File: config.mk
export PLATFORM = sky130hd
export DESIGN_NAME = cssd_clock_control
export DESIGN_NICKNAME = d
export VERILOG_FILES = /design/src/cssd_pkg.sv /design/src/cssd_clock_control.sv
export SDC_FILE = /design/constraint.sdc
export NUM_CORES = 1
export LEC_CHECK = 0
export ABC_AREA = 1
export BUFFER_PORTS_ARGS = -buffer_cell sky130_fd_sc_hd__buf_2
export CAP_MARGIN = 10
export CORE_MARGIN = 2
export CORE_UTILIZATION = 50
export DETAILED_ROUTE_END_ITERATION = 16
export GPL_ROUTABILITY_DRIVEN = 0
export HOLD_SLACK_MARGIN = 0.1
export PLACE_DENSITY = 0.74
export SYNTH_ARGS = -nofsm -noshare
export SYNTH_HDL_FRONTEND = slang
export SYNTH_SLANG_ARGS = --single-unit
File: constraint.sdc
create_clock -name sys_clk_i -period 2.1 [get_ports sys_clk_i]
set_clock_uncertainty 0.2 [all_clocks]
set_input_delay 0.21 -clock sys_clk_i [delete_from_list [all_inputs] [get_ports sys_clk_i]]
set_output_delay 0.21 -clock sys_clk_i [all_outputs]
set_load 0.02 [all_outputs]
File: src/cssd_pkg.sv
// constants for the clock source control and main oscillator stop detector
`default_nettype none
package cssd_pkg;
    // ===================================================
    // timing
    localparam int CLK_PERIOD_NS = 100;
    localparam int STOP_DET_TIME_NS = 2000;
    localparam int STOP_DET_CYC = (STOP_DET_TIME_NS / CLK_PERIOD_NS < 1) ? 1 : STOP_DET_TIME_NS / CLK_PERIOD_NS;
    // ===================================================
    // bus geometry
    localparam int ADDR_W = 4;
    localparam int DATA_W = 8;
    localparam int DIV_W = 4;
    localparam int FCNT_W = 6;
    localparam logic [DIV_W-1:0] DIV_MAX = 4'h6;
    // ===================================================
    // register word offsets
    localparam logic [ADDR_W-1:0] OFS_MAIN_OSC_CTL = 4'h0;
    localparam logic [ADDR_W-1:0] OFS_SUB_OSC_CTL = 4'h1;
    localparam logic [ADDR_W-1:0] OFS_FAST_OSC_CTL = 4'h2;
    localparam logic [ADDR_W-1:0] OFS_SLOW_OSC_CTL = 4'h3;
    localparam logic [ADDR_W-1:0] OFS_WDOG_OSC_CTL = 4'h4;
    localparam logic [ADDR_W-1:0] OFS_PLL_CTL = 4'h5;
    localparam logic [ADDR_W-1:0] OFS_SRC_SEL = 4'h6;
    localparam logic [ADDR_W-1:0] OFS_DIV_CORE_FLASH = 4'h7;
    localparam logic [ADDR_W-1:0] OFS_DIV_PERIPH = 4'h8;
    localparam logic [ADDR_W-1:0] OFS_DET_CTL = 4'h9;
    localparam logic [ADDR_W-1:0] OFS_DET_STATUS = 4'hA;
    localparam logic [ADDR_W-1:0] OFS_NMI_EN = 4'hB;
    localparam logic [ADDR_W-1:0] OFS_CLK_STATUS = 4'hC;
    // ===================================================
    // field positions
    localparam int BIT_STOP = 0;
    localparam int BIT_DET_EN = 0;
    localparam int BIT_FLAG = 0;
    localparam int BIT_MAIN_DEAD = 1;
    localparam int BIT_FORCED = 2;
    localparam int BIT_NMI_EN = 0;
    localparam int BIT_PLL_FREE = 3;
    localparam int SRC_LSB = 0;
    localparam int DIV_LO_LSB = 0;
    localparam int DIV_HI_LSB = 4;
    // ===================================================
    // clock source field encoding
    localparam logic [2:0] SRC_SLOW_INT = 3'h0;
    localparam logic [2:0] SRC_FAST_INT = 3'h1;
    localparam logic [2:0] SRC_MAIN = 3'h2;
    localparam logic [2:0] SRC_SUB = 3'h3;
    localparam logic [2:0] SRC_PLL = 3'h4;
    // ===================================================
    // reset values
    localparam logic RST_MAIN_STOP = 1'b1;
    localparam logic RST_SUB_STOP = 1'b1;
    localparam logic RST_SLOW_STOP = 1'b0;
    localparam logic RST_PLL_STOP = 1'b1;
    localparam logic [DIV_W-1:0] RST_DIV = 4'h0;
endpackage
`default_nettype wire

File: src/cssd_clock_control.sv
// clock source control, divider settings, flash clock enable and main oscillator stop detector
`default_nettype none
// How it works
// - each of the five oscillators has its own start and stop bit
// - flash clock paces flash program, erase and data flash reads
// - instruction fetch and RAM access always take one cycle
// - a stopped main oscillator is detected and, with main selected, the core falls back to slow oscillator
// - detector is off after reset and runs only once software enables it
// - main selected and stop seen: run on slow oscillator, select field untouched
// - fallback holds until flag cleared; select slow, clear flag, reselect main
// - multiplier loop selected at stop: source and field unchanged, loop runs free
// - a detected stop raises the non-maskable interrupt only when its enable is set
// - the watchdog oscillator keeps its on/off state unchanged after a stop event
// - after reset: slow oscillator selected, main oscillator and multiplier loop off
module cssd_clock_control
    import cssd_pkg::*;
#(
    parameter int STOP_CYC = STOP_DET_CYC,
    parameter bit RST_FAST_STOP = 1'b1,
    parameter bit RST_WDOG_STOP = 1'b1
) (
    input wire logic sys_clk_i,
    input wire logic resetn_i,
    input wire logic [ADDR_W-1:0] addr_i,
    input wire logic [DATA_W-1:0] wdata_i,
    input wire logic we_i,
    input wire logic re_i,
    output logic [DATA_W-1:0] rdata_o,
    input wire logic main_osc_tick_i,
    output logic main_osc_en_o,
    output logic sub_osc_en_o,
    output logic fast_osc_en_o,
    output logic slow_osc_en_o,
    output logic watchdog_osc_en_o,
    output logic pll_en_o,
    output logic [2:0] sys_clk_source_o,
    output logic pll_free_run_o,
    output logic [DIV_W-1:0] core_div_o,
    output logic [DIV_W-1:0] flash_div_o,
    output logic [DIV_W-1:0] periph_gen_div_o,
    output logic [DIV_W-1:0] periph_conv_div_o,
    output logic flash_clk_tick_o,
    output logic mem_wait_o,
    output logic stop_detect_nmi_o
);
    // ===================================================
    // elaboration checks
    // stall counter is 16 bits; a one-cycle window cannot tell a slow tick from a stopped one
    if (STOP_CYC < 2 || STOP_CYC > 65535) begin : g_bad_stop_cyc
        $error("STOP_CYC out of range");
    end

    // ===================================================
    // state
    typedef struct packed {
        logic main_stop;
        logic sub_stop;
        logic fast_stop;
        logic slow_stop;
        logic wdog_stop;
        logic pll_stop;
        logic [2:0] clock_source_field;
        logic [DIV_W-1:0] core_div;
        logic [DIV_W-1:0] flash_div;
        logic [DIV_W-1:0] pgen_div;
        logic [DIV_W-1:0] pconv_div;
        logic det_en;
        logic flag;
        logic forced;
        logic nmi_en;
        logic tick_prev;
        logic [15:0] stall_cnt;
        logic main_dead;
        logic [FCNT_W-1:0] fcnt;
        logic ftick;
        logic [2:0] src;
        logic pll_free;
        logic nmi;
        logic [DATA_W-1:0] rdata;
    } cssd_state_s;

    cssd_state_s s_q;
    cssd_state_s s_d;
    logic detect;
    logic flag_clr;
    logic [FCNT_W-1:0] fmask;
    logic [DATA_W-1:0] rd_mux;

    // ===================================================
    // next state
    always_comb begin
        s_d = s_q;
        // oscillator on/off bits, one per source
        if (we_i) begin
            unique case (addr_i)
                OFS_MAIN_OSC_CTL: s_d.main_stop = wdata_i[BIT_STOP];
                OFS_SUB_OSC_CTL: s_d.sub_stop = wdata_i[BIT_STOP];
                OFS_FAST_OSC_CTL: s_d.fast_stop = wdata_i[BIT_STOP];
                OFS_SLOW_OSC_CTL: s_d.slow_stop = wdata_i[BIT_STOP];
                OFS_WDOG_OSC_CTL: s_d.wdog_stop = wdata_i[BIT_STOP];
                OFS_PLL_CTL: s_d.pll_stop = wdata_i[BIT_STOP];
                OFS_SRC_SEL: s_d.clock_source_field = wdata_i[SRC_LSB +: 3];
                OFS_DIV_CORE_FLASH: begin
                    s_d.core_div = wdata_i[DIV_LO_LSB +: DIV_W];
                    s_d.flash_div = wdata_i[DIV_HI_LSB +: DIV_W];
                end
                OFS_DIV_PERIPH: begin
                    s_d.pgen_div = wdata_i[DIV_LO_LSB +: DIV_W];
                    s_d.pconv_div = wdata_i[DIV_HI_LSB +: DIV_W];
                end
                OFS_DET_CTL: s_d.det_en = wdata_i[BIT_DET_EN];
                OFS_NMI_EN: s_d.nmi_en = wdata_i[BIT_NMI_EN];
                default: ;
            endcase
        end
        // divider codes above the largest ratio saturate
        if (s_d.flash_div > DIV_MAX) s_d.flash_div = DIV_MAX;
        if (s_d.core_div > DIV_MAX) s_d.core_div = DIV_MAX;
        if (s_d.pgen_div > DIV_MAX) s_d.pgen_div = DIV_MAX;
        if (s_d.pconv_div > DIV_MAX) s_d.pconv_div = DIV_MAX;

        // stop detector: no edge on the main oscillator tick for STOP_CYC cycles
        s_d.tick_prev = main_osc_tick_i;
        if (main_osc_tick_i != s_q.tick_prev || !s_q.det_en) begin
            s_d.stall_cnt = 16'h0000;
            s_d.main_dead = 1'b0;
        end else if (s_q.stall_cnt >= 16'(STOP_CYC - 1)) begin
            s_d.main_dead = 1'b1;
        end else begin
            s_d.stall_cnt = s_q.stall_cnt + 16'h0001;
        end

        // flag clear is refused while main is still selected, so the core never leaves
        // the fallback for a dead oscillator
        flag_clr = we_i && addr_i == OFS_DET_STATUS && !wdata_i[BIT_FLAG] && s_q.clock_source_field != SRC_MAIN;
        detect = s_q.det_en && s_q.main_dead;
        if (flag_clr) begin
            s_d.flag = 1'b0;
            s_d.forced = 1'b0;
        end
        // set wins over a clear in the same cycle
        if (detect) begin
            s_d.flag = 1'b1;
            if (s_q.clock_source_field == SRC_MAIN || s_q.forced) s_d.forced = 1'b1;
        end

        // effective source: select field is never rewritten by the detector
        if (s_q.forced) begin
            s_d.src = SRC_SLOW_INT;
        end else begin
            s_d.src = s_q.clock_source_field;
        end
        s_d.pll_free = s_q.flag && s_q.clock_source_field == SRC_PLL && !s_q.forced;
        s_d.nmi = s_q.flag && s_q.nmi_en;

        // flash clock enable: one pulse every 2^div cycles
        fmask = FCNT_W'((7'h01 << s_q.flash_div) - 7'h01);
        s_d.ftick = s_q.fcnt == '0;
        if (s_q.fcnt >= fmask) begin
            s_d.fcnt = '0;
        end else begin
            s_d.fcnt = s_q.fcnt + FCNT_W'(1);
        end

        // register read, data stand only in the following cycle
        rd_mux = '0;
        unique case (addr_i)
            OFS_MAIN_OSC_CTL: rd_mux[BIT_STOP] = s_q.main_stop;
            OFS_SUB_OSC_CTL: rd_mux[BIT_STOP] = s_q.sub_stop;
            OFS_FAST_OSC_CTL: rd_mux[BIT_STOP] = s_q.fast_stop;
            OFS_SLOW_OSC_CTL: rd_mux[BIT_STOP] = s_q.slow_stop;
            OFS_WDOG_OSC_CTL: rd_mux[BIT_STOP] = s_q.wdog_stop;
            OFS_PLL_CTL: rd_mux[BIT_STOP] = s_q.pll_stop;
            OFS_SRC_SEL: rd_mux[SRC_LSB +: 3] = s_q.clock_source_field;
            OFS_DIV_CORE_FLASH: rd_mux = {s_q.flash_div, s_q.core_div};
            OFS_DIV_PERIPH: rd_mux = {s_q.pconv_div, s_q.pgen_div};
            OFS_DET_CTL: rd_mux[BIT_DET_EN] = s_q.det_en;
            OFS_DET_STATUS: begin
                rd_mux[BIT_FLAG] = s_q.flag;
                rd_mux[BIT_MAIN_DEAD] = s_q.main_dead;
                rd_mux[BIT_FORCED] = s_q.forced;
            end
            OFS_NMI_EN: rd_mux[BIT_NMI_EN] = s_q.nmi_en;
            OFS_CLK_STATUS: begin
                rd_mux[SRC_LSB +: 3] = s_q.src;
                rd_mux[BIT_PLL_FREE] = s_q.pll_free;
            end
            default: rd_mux = '0;
        endcase
        s_d.rdata = re_i ? rd_mux : '0;
    end

    // ===================================================
    // registers
    always_ff @(posedge sys_clk_i or negedge resetn_i) begin
        if (!resetn_i) begin
            s_q <= '0;
            s_q.main_stop <= RST_MAIN_STOP;
            s_q.sub_stop <= RST_SUB_STOP;
            s_q.fast_stop <= RST_FAST_STOP;
            s_q.slow_stop <= RST_SLOW_STOP;
            s_q.wdog_stop <= RST_WDOG_STOP;
            s_q.pll_stop <= RST_PLL_STOP;
            s_q.clock_source_field <= SRC_SLOW_INT;
            s_q.src <= SRC_SLOW_INT;
            s_q.core_div <= RST_DIV;
            s_q.flash_div <= RST_DIV;
            s_q.pgen_div <= RST_DIV;
            s_q.pconv_div <= RST_DIV;
        end else begin
            s_q <= s_d;
        end
    end

    // ===================================================
    // outputs, all straight from state except mem_wait_o, tied low
    assign rdata_o = s_q.rdata;
    assign main_osc_en_o = !s_q.main_stop;
    assign sub_osc_en_o = !s_q.sub_stop;
    assign fast_osc_en_o = !s_q.fast_stop;
    assign slow_osc_en_o = !s_q.slow_stop;
    assign watchdog_osc_en_o = !s_q.wdog_stop;
    assign pll_en_o = !s_q.pll_stop;
    assign sys_clk_source_o = s_q.src;
    assign pll_free_run_o = s_q.pll_free;
    assign core_div_o = s_q.core_div;
    assign flash_div_o = s_q.flash_div;
    assign periph_gen_div_o = s_q.pgen_div;
    assign periph_conv_div_o = s_q.pconv_div;
    assign flash_clk_tick_o = s_q.ftick;
    // fetch and RAM never wait on the flash clock, so this stays low
    assign mem_wait_o = 1'b0;
    assign stop_detect_nmi_o = s_q.nmi;
endmodule
`default_nettype wire

==> reports/results.ini, run 1 <==
[timing]
setup_viol=6
hold_ws_ns=0.109
rsz0062_at_grt=yes
finalHoldViolations=0
finalMaxSlewViolations=0
fin_crit_sh=1.02
fin_setup_tns_ns=-0.122
period_minus_slack_ns=2.14
final.setup.worst_slack_ns=-0.0408
fmax_ghz=0.467

[global_route]
grt_max_degree=68
grt_use_total=0.211
overflow=0
grt_pass1_wl_um=12400
antenna_found_initial=0
grt_pass1_vias=2718

[routing]
ant_nets=0
vias=2913
vias_per_cell=4.73
drc=0
drt_wl_total_um=7640
drt-initial-drc-count=246
wire_per_inst_um=12.4
firstDrtPassIters=4

[clock_network]
clock_latency_ns=0.35
cts_tree=done
clk_pin_slew_worst_paths_ns=0.07
clock_sinks=67
h-tree-depth=3
ctsLongestPathBuffers=2
cts_buffers=9
root_buffer=clkbuf_8

[logic_synthesis]
synth_area_per_cell_um2=7.82
yosys.cell_types.count=27
synth-seq-area-share=0.479
syn_inst=449
yosysWarnings=0
synth-seq-cells=67
syn_area_um2=3510

[floorplan]
ioPinCount=54
dieWidth_um=87.8
rows=30
dieArea_um2=7710
start_util=0.517
die_y_um=87.8
core_um2=6790

[cells_and_area]
layout-drive-gt1-share=0.221
finalNonFillerCells=616
diodes=0
synthToLayoutAreaGrowth_pct=19.4
final_core_util=0.617
nFillCells=562
nets=542

[placement]
placed_cells=576
port_buffers=52
dp_hpwl_um=5320

[critical_path]
worstPathMaxFanout=6
critical_path_arrival_ns=2.17
cp.required_ns=2.13
worst-setup-path-type=reg -> reg
critPathLaunchType=register
end_kind=register

[run_status]
status=finished, violations left
violations=setup timing

[job]
drv_cap=0

[min_path]
hold_class=in -> reg

[pwr]
cellLeakagePower_nw=2.30
powerDensity_nw_per_um2=795
vdd_drop_max_mv=0.362

## power by group
| group | switching (W) | total, W | internal, W | leakage, nW |
|---|---|---|---|---|
| clock network | 0.000483 | 0.00105 | 0.000570 | 0.106 |
| registers | 0.000125 | 0.00158 | 0.00145 | 0.829 |
| logic | 0.000431 | 0.000705 | 0.000273 | 1.36 |
| total | 0.00104 | 0.00333 | 0.00229 | 2.30 |
## sequential cells by signal, summed over array words and instances, names as in the netlist
register           cells
pll_free_run_o         1
stop_detect_nmi_o      1
sys_clk_source_o       3
s_q                   37
rdata_o                8
flash_div_o            4
core_div_o             4
flash_clk_tick_o       1
periph_gen_div_o       4
periph_conv_div_o      4
## final timing paths
check	to	slack, ns	from	cells past startpoint
setup / recovery	s_q[19]	-0.04	flash_div_o[3]	11
hold reg to reg	flash_clk_tick_o	0.28	s_q[17]	1
hold / removal	s_q[65]	0.11	addr_i[2]	4
setup reg to reg	s_q[19]	-0.04	flash_div_o[3]	11
max in group asynchronous	s_q[61]	1.15	resetn_i	3
min in group asynchronous	s_q[38]	0.21	resetn_i	3
## stage by stage
step / area, um2 / total power (W) / worst slack, ns
final: 4190 / 0.00333 / -0.0408
after global routing: 4190 / 0.00353 / -0.118
after CTS: 4160 / 0.00333 / 0.00481
after detailed placement: 3740 / 0.00223 / -0.143
after global placement: 3740 / 0.00221 / 0.00857
after floorplan: 3530 / 0.00205 / 0.0681
## routing by layer
metal | routed length (um) | vias up | part of all wire | GRT usage
met2 | 3470 | 95 | 0.45 | 0.323
met5 | 0 | - | 0 | 0
met4 | 170 | 0 | 0.022 | 0.0755
li1 | - | 1487 | - | -
met1 | 3470 | 1318 | 0.45 | 0.290
met3 | 524 | 13 | 0.069 | 0.0566
## placed cells by master (no fill, tap or decap), types with 6 or more instances in the layout
cell type and n:
a21oi_1 9, buf_2 52, buf_4 18, clkbuf_8 10, dfrtp_1 61, dlygate4sd3_1 15
ha_1 8, inv_1 64, nand2_1 111, nand3_1 39, nor2_1 57, nor3_1 6
o21ai_0 16
## layout make-up
cell class / count / area [um2] / area share
inverters: 66 / 248 / 0.0591
clock buffers: 10 / 138 / 0.0328
flip-flops and latches: 67 / 1680 / 0.402
clock inverters: 6 / 55.1 / 0.0131
repair buffers: 86 / 566 / 0.135
well taps: 96 / 120 / 0.0286
multi-input cells: 285 / 1380 / 0.330
## what timing repair did
action                                  4_1_cts  5_1_grt
endpoints found under the hold margin        93        0
gates resized for setup                       8        6
endpoints found under the setup margin        6        6
hold buffers                                 15        0
buffers inserted                              6        3
pin swaps                                     6        3
## synthesized netlist by cell type
cell,instances,share of area
nor2_1,60,0.064
nand3b_1,2,0.0043
buf_4,28,0.060
nand4_1,4,0.0071
clkbuf_1,3,0.0032
o21ai_1,1,0.0014
o21ai_2,2,0.0050
ha_1,10,0.036
nor2_8,1,0.0057
nor3_1,8,0.011
buf_2,2,0.0029
nand2_1,112,0.12
conb_1,1,0.0011
buf_6,2,0.0064
a21boi_0,2,0.0043
o211ai_1,1,0.0021
inv_2,1,0.0011
xor2_1,2,0.0050
xnor2_1,2,0.0050
nand2_2,4,0.0071
dfrtp_1,62,0.44
a21oi_1,10,0.014
dfstp_2,5,0.037
o21ai_0,17,0.024
nor2_2,2,0.0036
nand3_1,40,0.057
inv_1,65,0.069
## kinds of logic after synthesis
| logic type | after synthesis | share of synthesized area |
|---|---|---|
| other | 1 | 0.00107 |
| adder cells (fa/ha/maj) | 10 | 0.0356 |
| AO/OA/AOI/OAI | 33 | 0.0513 |
| XOR/XNOR | 4 | 0.00998 |
| buffers and inverters | 101 | 0.143 |
| flip-flops | 67 | 0.479 |
| AND/OR/NAND/NOR | 233 | 0.280 |
## critical path: stages, from the launching register on
cell and delay (ns):
dfrtp_1 0.42, nor2_2 0.16, buf_4 0.13, nand3b_1 0.11, xnor2_2 0.17, inv_1 0.06
ha_2 0.31, nand2_1 0.05, nor2_1 0.09, o21ai_1 0.10, nand3_2 0.16, nor2_1 0.08
(Power assumes the default switching activity.)
==> run 2: changes to the inputs <==
--- a/config.mk
+++ b/config.mk
@@ -9,11 +9,10 @@
 export BUFFER_PORTS_ARGS = -buffer_cell sky130_fd_sc_hd__buf_2
 export CAP_MARGIN = 10
 export CORE_MARGIN = 2
-export CORE_UTILIZATION = 50
+export CORE_UTILIZATION = 35
 export DETAILED_ROUTE_END_ITERATION = 16
 export GPL_ROUTABILITY_DRIVEN = 0
 export HOLD_SLACK_MARGIN = 0.1
-export PLACE_DENSITY = 0.74
 export SYNTH_ARGS = -nofsm -noshare
 export SYNTH_HDL_FRONTEND = slang
 export SYNTH_SLANG_ARGS = --single-unit
==> run 2 against run 1 <==
Effect of this change:
- the flow still finishes with violations (setup timing)
- sequential power barely moved
- hold slack improved by 0.0079 ns
- sequential share of layout area decreased by 0.70 points
- die area is 41% higher
- largest cell class unchanged
- highest routed layer unchanged
==> reports/results.ini, run 2 (synthesis results as in run 1) <==
[critical_path]
startpoint=flash_div_o[2]
cp.required_ns=2.18
cp-endpoint=s_q[17]
worstPathMaxFanout=6
critical_path_arrival_ns=2.20
r2r-end=s_q[17]
rrSetupSlack_ns=-0.02
r2r-start=flash_div_o[2]
critPathLaunchType=register
reg2reg_depth=11
end_kind=register
worst-setup-path-type=reg -> reg

[routing]
wire_per_inst_um=12.3
vias=2945
vias_per_cell=4.52
ant_nets=0
drt-initial-drc-count=100
drt_wl_total_um=8020
firstDrtPassIters=4
drc=0

[pwr]
vdd_drop_max_mv=0.301
power_w=0.00350
powerDensity_nw_per_um2=820
cellLeakagePower_nw=2.30

[clock_network]
h-tree-depth=3
clock_latency_ns=0.35
ctsLongestPathBuffers=2
cts_tree=done
clock_sinks=67
root_buffer=clkbuf_8
cts_buffers=9
clk_pin_slew_worst_paths_ns=0.08

[job]
drv_cap=0

[timing]
period_minus_slack_ns=2.12
setup_viol=2
fin_crit_sh=1.01
final.setup.worst_slack_ns=-0.0228
fmax_ghz=0.471
rsz0062_at_grt=yes
finalMaxSlewViolations=0
finalHoldViolations=0
hold_ws_ns=0.117

[placement]
dp_slack_ns=-0.104
port_buffers=52
dp_hpwl_um=5900
placed_cells=614

[run_status]
violations=setup timing
status=finished, violations left

[cells_and_area]
final_common_cell=nand2_1
layout-drive-gt1-share=0.216
largest_register=s_q
finalNonFillerCells=652
synthToLayoutAreaGrowth_pct=21.4
largest_reg_flops=37
nets=541
layout_common_cells=nand2_1 (111), inv_1 (65), dfrtp_1 (62)
diodes=0

[floorplan]
rows=36
dieArea_um2=10900
dieWidth_um=104
start_util=0.359
die_y_um=104
ioPinCount=54
core_um2=9770

[min_path]
hold_start=we_i
hold_class=in -> reg

[global_route]
grt_pass1_wl_um=13400
grt_pass1_vias=2832
grt_max_degree=68
grt_use_total=0.156
overflow=0
antenna_found_initial=0

==> run 2: worst min path at each step <==
stage               depth (start not counted)                 to
floorplan                                   0      core_div_o[0]
CTS                                         3            s_q[65]
finish                                      3            s_q[65]
detailed placement                          2         rdata_o[0]
global route                                3            s_q[65]
global placement                            2  stop_detect_nmi_o
==> run 2: worst max-delay path: stages (launching register included) <==
cell,delay (ns)
dfrtp_1,0.41
nor2_2,0.16
buf_4,0.13
nand3b_1,0.11
xnor2_2,0.16
inv_1,0.06
ha_2,0.17
a21oi_2,0.11
nor2_1,0.05
nor2_1,0.12
nand3_2,0.17
nor3_2,0.20
==> run 2: cell type report <==
type                    instances  area [um2]
repair buffers                 85         558
clock buffers                  10         138
flip-flops and latches         67        1680
well taps                     133         166
fillers                       975        5510
clock inverters                 6        88.8
inverters                      66         248
multi-input cells             285        1380
==> run 2: power breakdown <==
part	switching, W	internal, W
logic	0.000438	0.000268
clock network	0.000506	0.000700
registers	0.000134	0.00145
==> run 2: what timing repair did <==
action                                 CTS  global route
setup endpoints to repair                6             6
setup buffers                            1             6
gates resized for setup                  2            10
hold buffers                            15             0
pin swaps                                0            10
endpoints found under the hold margin   94             0
==> run 2: metrics by stage <==
| step | utilization | setup TNS, ns | area (um2) |
|---|---|---|---|
| floorplan | - | 0 | 3530 |
| global placement | 0.388 | -0.0170 | 3790 |
| detailed placement | 0.388 | -0.352 | 3790 |
| CTS | 0.428 | -0.0244 | 4190 |
| global route | 0.436 | -0.786 | 4270 |
| finish | 0.436 | -0.0381 | 4270 |
==> run 2: per-layer routing <==
layer  part of all wire  GRT usage
met5                  0          0
met4              0.015     0.0579
met3              0.049     0.0501
met2               0.49      0.253
met1               0.44      0.194
